==> config.mk <==
export PLATFORM = sky130hd
export DESIGN_NAME = nvm_ctrl
export DESIGN_NICKNAME = d
export VERILOG_FILES = /design/src/nvm_ctrl.v
export VERILOG_INCLUDE_DIRS = /design/src
export SDC_FILE = /design/constraint.sdc
export NUM_CORES = 2
export LEC_CHECK = 0
export ABC_CLOCK_PERIOD_IN_PS = 8550
export BUFFER_PORTS_ARGS = -buffer_cell sky130_fd_sc_hd__buf_2
export CORE_MARGIN = 5
export CORE_UTILIZATION = 45
export DETAILED_ROUTE_END_ITERATION = 12
export GPL_ROUTABILITY_DRIVEN = 0
export HOLD_SLACK_MARGIN = 0.15
export PLACE_DENSITY = 0.71
export SLEW_MARGIN = 20
export SYNTH_ARGS = -nofsm -noshare
export SYNTH_HDL_FRONTEND = slang
export SYNTH_SLANG_ARGS = --single-unit
==> constraint.sdc <==
create_clock -name clk -period 8.55 [get_ports clk]
set_clock_uncertainty 0.1 [all_clocks]
set_input_delay 0 -clock clk [delete_from_list [all_inputs] [get_ports clk]]
set_output_delay 0 -clock clk [all_outputs]
set_load 0.05 [all_outputs]
==> src/nvm_ctrl_map.vh <==
// Purpose: register map, field positions and timing constants of the data EEPROM controller
// Assumes: 12-bit special function register addresses, 8-bit data
// Notes: included by nvm_ctrl.v, the assertions and the bench
// How it works
// - Read byte valid in next cycle
// - Data register holds read byte until replaced
// - Write needs 55h then AAh unlock first
// - Write trigger refused without write permit set
// - Only software or reset changes write permit
// - Control, address, data frozen during write
// - Permit must be set before the unlock writes
// - Completion clears write trigger, sets done flag
// - Done flag stays set until software or reset clears
// - Read self-clears after one cycle; selects block it
// - Software can set write trigger, never clear
// - Reset during a write or improper attempt sets abort flag
// - Power-up clears permit, blocks writes 72 ms
`ifndef NVM_CTRL_MAP_VH
`define NVM_CTRL_MAP_VH

// Register addresses
`define NVM_CONTROL_ADDR 12'hFA6
`define NVM_UNLOCK_ADDR  12'hFA7
`define NVM_DATA_ADDR    12'hFA8
`define NVM_ADDRESS_ADDR 12'hFA9

// Control register fields
`define NVM_BIT_PGM  7
`define NVM_BIT_CFG  6
`define NVM_BIT_UNUSED 5
`define NVM_BIT_FREE 4
`define NVM_BIT_ERR  3
`define NVM_BIT_WRITE_PERMIT 2
`define NVM_BIT_WR   1
`define NVM_BIT_RD   0

// Unlock keys
`define NVM_KEY_FIRST  8'h55
`define NVM_KEY_SECOND 8'hAA

// Reset values
`define NVM_BYTE_RESET 8'h00
`define NVM_BIT_RESET  1'b0
`define NVM_BIT_SET    1'b1

// Unlock detector states
`define NVM_UNL_IDLE 2'h0
`define NVM_UNL_HALF 2'h1
`define NVM_UNL_ARM  2'h2

// Timing
`define NVM_CLK_KHZ      50000
`define NVM_PUT_MS       72
`define NVM_WRITE_CYCLES 200

`endif

==> src/nvm_ctrl.v <==
// Purpose: data EEPROM access controller behind four special function registers
// Assumes: core strobes are one cycle wide and synchronous to clk
// Notes: array is flip-flops; contents survive rst_n
`timescale 1ns/1ns
`default_nettype none
`include "nvm_ctrl_map.vh"

module nvm_ctrl #(
  parameter ADDR_W       = 8,
  parameter CNT_W        = 16,
  parameter WRITE_CYCLES = `NVM_WRITE_CYCLES,
  parameter PUT_W        = 22,
  parameter PUT_CYCLES   = `NVM_PUT_MS * `NVM_CLK_KHZ
) (
  // Clock and reset
  input  wire        clk,
  input  wire        rst_n,
  // Special function register access
  input  wire [11:0] sfr_addr,
  input  wire        sfr_wr_en,
  input  wire        sfr_rd_en,
  input  wire [7:0]  sfr_wdata,
  output reg  [7:0]  sfr_rdata,
  // Write-done flag
  input  wire        write_done_clr,
  output wire        write_done_flag,
  // Status
  output wire        write_busy,
  output wire        writes_blocked
);

  localparam DEPTH = 1 << ADDR_W;

  localparam [31:0] WR_LOAD_FULL  = WRITE_CYCLES - 1;
  localparam [31:0] PUT_LOAD_FULL = PUT_CYCLES - 1;

  // Cut to counter width on purpose; the widths must hold the counts
  localparam [CNT_W-1:0] WR_LOAD  = WR_LOAD_FULL[CNT_W-1:0];
  localparam [PUT_W-1:0] PUT_LOAD = PUT_LOAD_FULL[PUT_W-1:0];
  localparam [CNT_W-1:0] CNT_ZERO = {CNT_W{1'b0}};
  localparam [PUT_W-1:0] PUT_ZERO = {PUT_W{1'b0}};

  reg [7:0]       mem [0:DEPTH-1];
  reg [7:0]       nvm_address_reg;
  reg [7:0]       nvm_data_reg;
  reg             program_space_select_reg;
  reg             config_space_select_reg;
  reg             row_erase_reg;
  reg             write_abort_flag_reg;
  reg             write_permit_reg;
  reg             write_trigger_reg;
  reg             read_trigger_reg;
  reg             write_done_flag_reg;
  reg [1:0]       unlock_state_reg;
  reg [1:0]       unlock_state_next;
  reg [CNT_W-1:0] write_cnt_reg;
  reg [PUT_W-1:0] put_cnt_reg;
  reg             put_active_reg;

  wire            any_access;
  wire            wr_control;
  wire            wr_unlock;
  wire            wr_data;
  wire            wr_address;
  wire            wr_request;
  wire            write_go;
  wire            write_bad;
  wire            read_go;
  wire            write_finish;
  wire [ADDR_W-1:0] mem_index;
  wire [7:0]      control_image;

  assign any_access = sfr_wr_en | sfr_rd_en;
  assign wr_control = sfr_wr_en && (sfr_addr == `NVM_CONTROL_ADDR);
  assign wr_unlock  = sfr_wr_en && (sfr_addr == `NVM_UNLOCK_ADDR);
  assign wr_data    = sfr_wr_en && (sfr_addr == `NVM_DATA_ADDR);
  assign wr_address = sfr_wr_en && (sfr_addr == `NVM_ADDRESS_ADDR);
  assign mem_index  = nvm_address_reg[ADDR_W-1:0];

  assign wr_request = wr_control && sfr_wdata[`NVM_BIT_WR] && !write_trigger_reg;

  // Permit is the stored bit, so a write setting both cannot start
  assign write_go = wr_request &&
                    (unlock_state_reg == `NVM_UNL_ARM) &&
                    write_permit_reg &&
                    !put_active_reg &&
                    !program_space_select_reg &&
                    !config_space_select_reg;

  assign write_bad = wr_request && !write_go;

  assign read_go = wr_control && sfr_wdata[`NVM_BIT_RD] && !write_trigger_reg &&
                   !program_space_select_reg && !config_space_select_reg;

  assign write_finish = write_trigger_reg && (write_cnt_reg == CNT_ZERO);

  assign write_busy      = write_trigger_reg;
  assign writes_blocked  = put_active_reg;
  assign write_done_flag = write_done_flag_reg;

  // Control read image, each field at its mapped position
  assign control_image[`NVM_BIT_PGM]    = program_space_select_reg;
  assign control_image[`NVM_BIT_CFG]    = config_space_select_reg;
  assign control_image[`NVM_BIT_UNUSED] = `NVM_BIT_RESET;
  assign control_image[`NVM_BIT_FREE]   = row_erase_reg;
  assign control_image[`NVM_BIT_ERR]    = write_abort_flag_reg;
  assign control_image[`NVM_BIT_WRITE_PERMIT]   = write_permit_reg;
  assign control_image[`NVM_BIT_WR]     = write_trigger_reg;
  assign control_image[`NVM_BIT_RD]     = read_trigger_reg;

  // Unlock detector
  always @* begin
    unlock_state_next = unlock_state_reg;
    case (unlock_state_reg)
      `NVM_UNL_IDLE: begin
        if (wr_unlock && sfr_wdata == `NVM_KEY_FIRST)
          unlock_state_next = `NVM_UNL_HALF;
      end
      `NVM_UNL_HALF: begin
        if (wr_unlock && sfr_wdata == `NVM_KEY_SECOND)
          unlock_state_next = `NVM_UNL_ARM;
        else if (wr_unlock && sfr_wdata == `NVM_KEY_FIRST)
          unlock_state_next = `NVM_UNL_HALF;
        else if (any_access)
          unlock_state_next = `NVM_UNL_IDLE;
      end
      `NVM_UNL_ARM: begin
        // Armed for one access only, whatever it is
        if (any_access)
          unlock_state_next = `NVM_UNL_IDLE;
      end
      default: begin
        unlock_state_next = `NVM_UNL_IDLE;
      end
    endcase
    if (write_trigger_reg)
      unlock_state_next = `NVM_UNL_IDLE;
  end

  always @(posedge clk) begin
    if (!rst_n)
      unlock_state_reg <= `NVM_UNL_IDLE;
    else
      unlock_state_reg <= unlock_state_next;
  end

  // Power-up timer, restarted by every reset
  always @(posedge clk) begin
    if (!rst_n) begin
      put_cnt_reg    <= PUT_LOAD;
      put_active_reg <= `NVM_BIT_SET;
    end else if (put_active_reg) begin
      if (put_cnt_reg == PUT_ZERO)
        put_active_reg <= 1'b0;
      else
        put_cnt_reg <= put_cnt_reg - 1'b1;
    end
  end

  // Self-timed write counter
  always @(posedge clk) begin
    if (!rst_n)
      write_cnt_reg <= CNT_ZERO;
    else if (write_go)
      write_cnt_reg <= WR_LOAD;
    else if (write_trigger_reg && write_cnt_reg != CNT_ZERO)
      write_cnt_reg <= write_cnt_reg - 1'b1;
  end

  // Control register
  always @(posedge clk) begin
    if (!rst_n) begin
      // Selects kept if a write is cut short, for diagnosis
      if (!write_trigger_reg) begin
        program_space_select_reg <= `NVM_BIT_RESET;
        config_space_select_reg  <= `NVM_BIT_RESET;
      end
      write_abort_flag_reg <= write_trigger_reg;
      row_erase_reg        <= `NVM_BIT_RESET;
      write_permit_reg     <= `NVM_BIT_RESET;
      write_trigger_reg    <= `NVM_BIT_RESET;
      read_trigger_reg     <= `NVM_BIT_RESET;
    end else begin
      read_trigger_reg <= read_go;
      if (wr_control && !write_trigger_reg) begin
        program_space_select_reg <= sfr_wdata[`NVM_BIT_PGM];
        config_space_select_reg  <= sfr_wdata[`NVM_BIT_CFG];
        row_erase_reg            <= sfr_wdata[`NVM_BIT_FREE];
        write_permit_reg         <= sfr_wdata[`NVM_BIT_WRITE_PERMIT];
      end
      // Hardware set wins over a software clear
      if (write_bad)
        write_abort_flag_reg <= 1'b1;
      else if (wr_control && !write_trigger_reg)
        write_abort_flag_reg <= sfr_wdata[`NVM_BIT_ERR];
      // Software sets only; completion here, or reset, clears
      if (write_go)
        write_trigger_reg <= 1'b1;
      else if (write_finish)
        write_trigger_reg <= 1'b0;
    end
  end

  // Address and data registers
  always @(posedge clk) begin
    if (!rst_n) begin
      nvm_address_reg <= `NVM_BYTE_RESET;
      nvm_data_reg    <= `NVM_BYTE_RESET;
    end else if (!write_trigger_reg) begin
      if (wr_address)
        nvm_address_reg <= sfr_wdata;
      if (read_go)
        nvm_data_reg <= mem[mem_index];
      else if (wr_data)
        nvm_data_reg <= sfr_wdata;
    end
  end

  // Array update; reset does not touch stored bytes
  always @(posedge clk) begin
    if (rst_n && write_finish)
      mem[mem_index] <= nvm_data_reg;
  end

  // Write-done flag, set wins over clear
  always @(posedge clk) begin
    if (!rst_n)
      write_done_flag_reg <= `NVM_BIT_RESET;
    else if (write_finish)
      write_done_flag_reg <= 1'b1;
    else if (write_done_clr)
      write_done_flag_reg <= 1'b0;
  end

  // Read-back mux; unlock register reads as zero
  always @* begin
    case (sfr_addr)
      `NVM_CONTROL_ADDR: begin
        sfr_rdata = control_image;
      end
      `NVM_DATA_ADDR: begin
        sfr_rdata = nvm_data_reg;
      end
      `NVM_ADDRESS_ADDR: begin
        sfr_rdata = nvm_address_reg;
      end
      default: begin
        sfr_rdata = `NVM_BYTE_RESET;
      end
    endcase
  end

endmodule // nvm_ctrl

`default_nettype wire

; Word level (Yosys, flattened, before mapping)
; Memories as Yosys holds them, arrays and structs flattened. A register that Yosys moved wholly into a read port is not among the register bits.
; Cells that the tools add are included.
[classes]
add_sub_neg = 2
n_eq_ne = 12
muxes = 28
n_bitwise = 4
reduce_logical = 41
[op_table]
columns = cell, n
row1 = equality test 12 bit (second input constant), 4
row2 = 2-to-1 mux 8 bit, 6
row3 = one-hot mux 8 bit (3 select lines), 1
row4 = logical AND 1 bit, 22
row5 = logical NOT 22 bit, 1
row6 = subtractor 22 x 1 -> 22 bit (second input constant), 1
row7 = logical NOT 16 bit, 1
row8 = 2-to-1 mux 1 bit, 16
row9 = nonzero test 16 bit, 1
row10 = subtractor 16 x 1 -> 16 bit (second input constant), 1
row11 = equality test 8 x 7 -> 1 bit (second input constant), 1
row12 = equality test 8 bit (second input constant), 1
row13 = 2-to-1 mux 2 bit, 4
row14 = AND reduction 2 bit, 4
row15 = nonzero test 2 bit, 4
row16 = one-hot mux 2 bit (3 select lines), 1
row17 = logical NOT 1 bit, 5
row18 = inequality test 2 bit (second input constant), 2
row19 = OR reduction 2 bit, 2
row20 = inequality test 3 x 1 -> 1 bit (second input constant), 1
row21 = NOT 1 bit, 3
row22 = equality test 2 x 1 -> 1 bit (second input constant), 1
row23 = equality test 2 bit (second input constant), 1
row24 = logical NOT 2 bit, 1
row25 = other kinds (2), 2
[totals]
regBits = 65
mem_bits_rw = 2048
in_bits = 25
out_inout_bits = 11
word_cells = 103
n_memories = 1
[mem_list]
columns = memory, words, word_bits, read_ports, rd_ports_with_merged_regs, wr, line_no
row1 = mem, 256, 8, 1, 1, 1, nvm_ctrl.v:43  ; reg [7:0] mem [0:DEPTH-1];

; Depth between registers and ports, before layout
[depth]
depth_word = 13
depth_mapped = 13
depth_no_buf = 9

; Worst setup path after synthesis
; No wires, ideal clock.
[synth_timing]
kind = flip-flop to output port
startpoint = reg nvm_data_reg[3]
endpoint = out sfr_rdata[3]
arrival_ps = 4440
required_ps = 8450
slack_ps = 4010
stages_incl_launch_ff = 3
n_path_buf = 0
path_cell_list = dfxtp_1 > a222oi_1 > inv_1
[synth_via]
elab_chain_len = 1
[synth_lines]
columns = element, line_no
row1 = from (decl), nvm_ctrl.v:45  ; reg [7:0] nvm_data_reg;
row2 = from (signal assigned), nvm_ctrl.v:208  ; nvm_data_reg <= `NVM_BYTE_RESET;
row3 = from (signal assigned), nvm_ctrl.v:213  ; nvm_data_reg <= mem[mem_index];
row4 = from (signal assigned), nvm_ctrl.v:215  ; nvm_data_reg <= sfr_wdata;
row5 = one-hot mux 8 bit (3 select lines), nvm_ctrl.v:237  ; case (sfr_addr)
row6 = to (decl), nvm_ctrl.v:23  ; output reg [7:0] sfr_rdata,
; Every way passes these cells.

==> out/results.ini <==
[worst_setup_path]
cp-start-kind=flop
end_kind=flop
critPathKind=flop to flop
r2r_setup_slack_ns=3.81
r2r-end=nvm_data_reg[7]
critPathCapture=nvm_data_reg[7]
arrival_ns=5.32
ff2ff_path_depth=10
crit_fanout=40
required_ns=9.13

[place]
port_buffers=35
dp_slack_ns=4.084
hpwl_mm=126.5

[die]
die_area_mm2=0.1938
start_util_pct=45.34
die_w_um=440.2
die_h_um=440.2
num_rows=157
io_pins=36
core-area_mm2=0.1837

[timing]
fin_hold_ws_ns=0.2016
finalSetupViolCount=0
fin_ws_ns=3.814
hold_violations=0
max_freq_ghz=0.2111
final.min_clock_period_ns=4.736
tightest_slew_ns=1.249
min_period_over_period_pct=55.39
tns_ns=0
rsz0062_at_grt=no
slew_headroom_pct=16.52
drv_slew=0

[clocking]
cts_root_buf=clkbuf_16
numCtsBuffers=199
clock_sinks=2121
clkTransAtPathRegs_ns=0.06
cts_max_level=4
cts_tree=built
cts_buffer_depth=3
insertion_delay_ns=0.85

[outcome]
status=complete, no violations

[global_route]
grt_pass1_wl_mm=305.4
grt.total_usage_pct=21.73
antenna_found_initial=4
overflow=0
grt_max_degree=203
grt_pass1_vias=42390

[logic_synthesis]
ys_warn_count=0
ys_top_cells_by_area=edfxtp_1, mux4_2, mux2i_1, dfxtp_1, nor2_1
synth-seq-area-share_pct=75.64
mappedNetlistArea_mm2=0.08328
synth_flop_cell=edfxtp_1
synthCells=4124
ys_seq_elements=2121
synth-edff-count=2051
async_reset_ff_share_pct=0
synth_nets=4151
avgSynthCellArea_um2=20.19
synth_largest_area_cell=edfxtp_1
synth_top_area_share_pct=73.96
ys_types=93

[job]
maxCapViolations=0

[final_layout]
largest_reg_flops=2048
area_growth_pct=11.17
drive_above_1_share_pct=20.65
finalNetCount=4282

[routing]
postRouteAntennaNets=0
wl_per_cell_um=30.72
first_iter_violations=6197
drtPass1Iterations=6
vias=43060
routed_wl_mm=211.4
drc=0
viasPerCell=6.258

[pwr]
vdd_drop_max_mv=0.2037
leakagePower_nw=31.51
power.density_mw_per_mm2=215.0

[hold_path]
hp-class=input pin to flop

synthesized netlist by cell type, types with 14 or more instances:
cell,n
nand2_1,151
nor2b_1,47
edfxtp_1,2051
a31oi_1,14
nor3_1,37
inv_1,16
mux4_1,19
xnor2_1,16
mux4_2,463
dfxtp_1,70
buf_2,64
nor4_1,20
clkbuf_1,89
o22ai_1,53
nor2_1,316
o21ai_0,41
or3_1,15
nand3_1,51
a22oi_1,36
buf_4,29
a21oi_1,51
and2_1,14
o221ai_1,19
nand4_1,15
nand2b_1,23
mux2i_1,143
a211oi_1,21
buf_6,27
worst min-delay path by stage:
stage          slack (ns)  depth (start not counted)         endpoint            from
6_report             0.20                          7  nvm_data_reg[5]    sfr_addr[10]
5_1_grt              0.23                          7  nvm_data_reg[5]    sfr_addr[10]
4_1_cts              0.16                          8  nvm_data_reg[3]    sfr_addr[10]
3_5_place_dp         0.11                          2  write_done_flag  write_done_clr
3_3_place_gp         0.10                          2  write_done_flag  write_done_clr
2_1_floorplan        0.01                          1  write_done_flag  write_done_clr
per-stage QoR:
step,instance area (um2),total power [mW],cells,util (%)
after floorplan,83280,11.45,4124,-
after global placement,85730,11.46,6469,46.67
after detailed placement,85760,11.46,6471,46.69
after CTS,92560,19.98,6879,50.39
after global routing,92580,20.43,6880,50.41
final,92590,19.90,6881,50.41
metal layers:
layer	track usage, %	vias up	routed length, um
met5	0	-	0
met4	8.309	0	9200
met3	4.996	500	23750
met2	33.46	2783	98370
met1	30.50	22510	80060
li1	-	17270	-
cell type report:
class,instances,area [um2]
Inverter,18,67.56
Antenna cell,1,2.502
Clock buffer,251,5279
Fill cell,14190,91080
Timing Repair Buffer,165,1403
Sequential cell,2121,63040
Clock inverter,111,1060
Tap cell,2464,3083
Multi-Input combinational cell,1750,18650
power breakdown:
group | switching, mW | total, mW | internal [mW]
registers | 0.00164 | 11.2 | 11.2
clock network | 3.82 | 8.65 | 4.83
logic | 0.0187 | 0.0376 | 0.0189
worst max-delay path, stage by stage (launching register included):
cell and delay (ns):
dfxtp_4 0.79, buf_4 0.61, nor2b_1 0.36, buf_4 0.29, a22oi_1 0.17, a21oi_1 0.11
nor3_1 0.43, a2111oi_1 0.12, buf_4 0.22, a2111oi_1 1.04, a21oi_1 0.19
placed cells by master (no fill, tap or decap), types with 20 or more instances in the layout:
cell type	count
nor3_1	37
clkbuf_16	202
nand3_1	51
a211oi_1	21
nor4_1	20
clkbuf_1	45
o21ai_0	41
dlygate4sd3_1	46
mux4_2	463
buf_4	72
nor2_1	316
edfxtp_1	2051
mux2i_1	143
a22oi_1	36
clkinv_1	40
nand2_1	150
a21oi_1	51
buf_2	35
clkinv_2	35
nor2b_1	47
o22ai_1	53
dfxtp_1	56
nand2b_1	23
cells by family (layout without fill, tap and decap cells):
logic type,after synthesis,after routing,synth area share [%]
AO/OA/AOI/OAI,344,344,2.897
multiplexers,634,634,14.96
XOR/XNOR,29,29,0.3050
buffers and inverters,253,545,1.988
adder cells (fa/ha/maj),2,2,0.03004
AND/OR/NAND/NOR,741,741,4.181
flip-flops,2121,2121,75.64
other,0,1,0
timing repair:
action | CTS | global route
buffers inserted | 0 | 0
hold buffers | 46 | 0
resized for setup | 0 | 0
hold endpoints to repair | 76 | 0
Note: power is estimated with default switching activity, not from simulation.
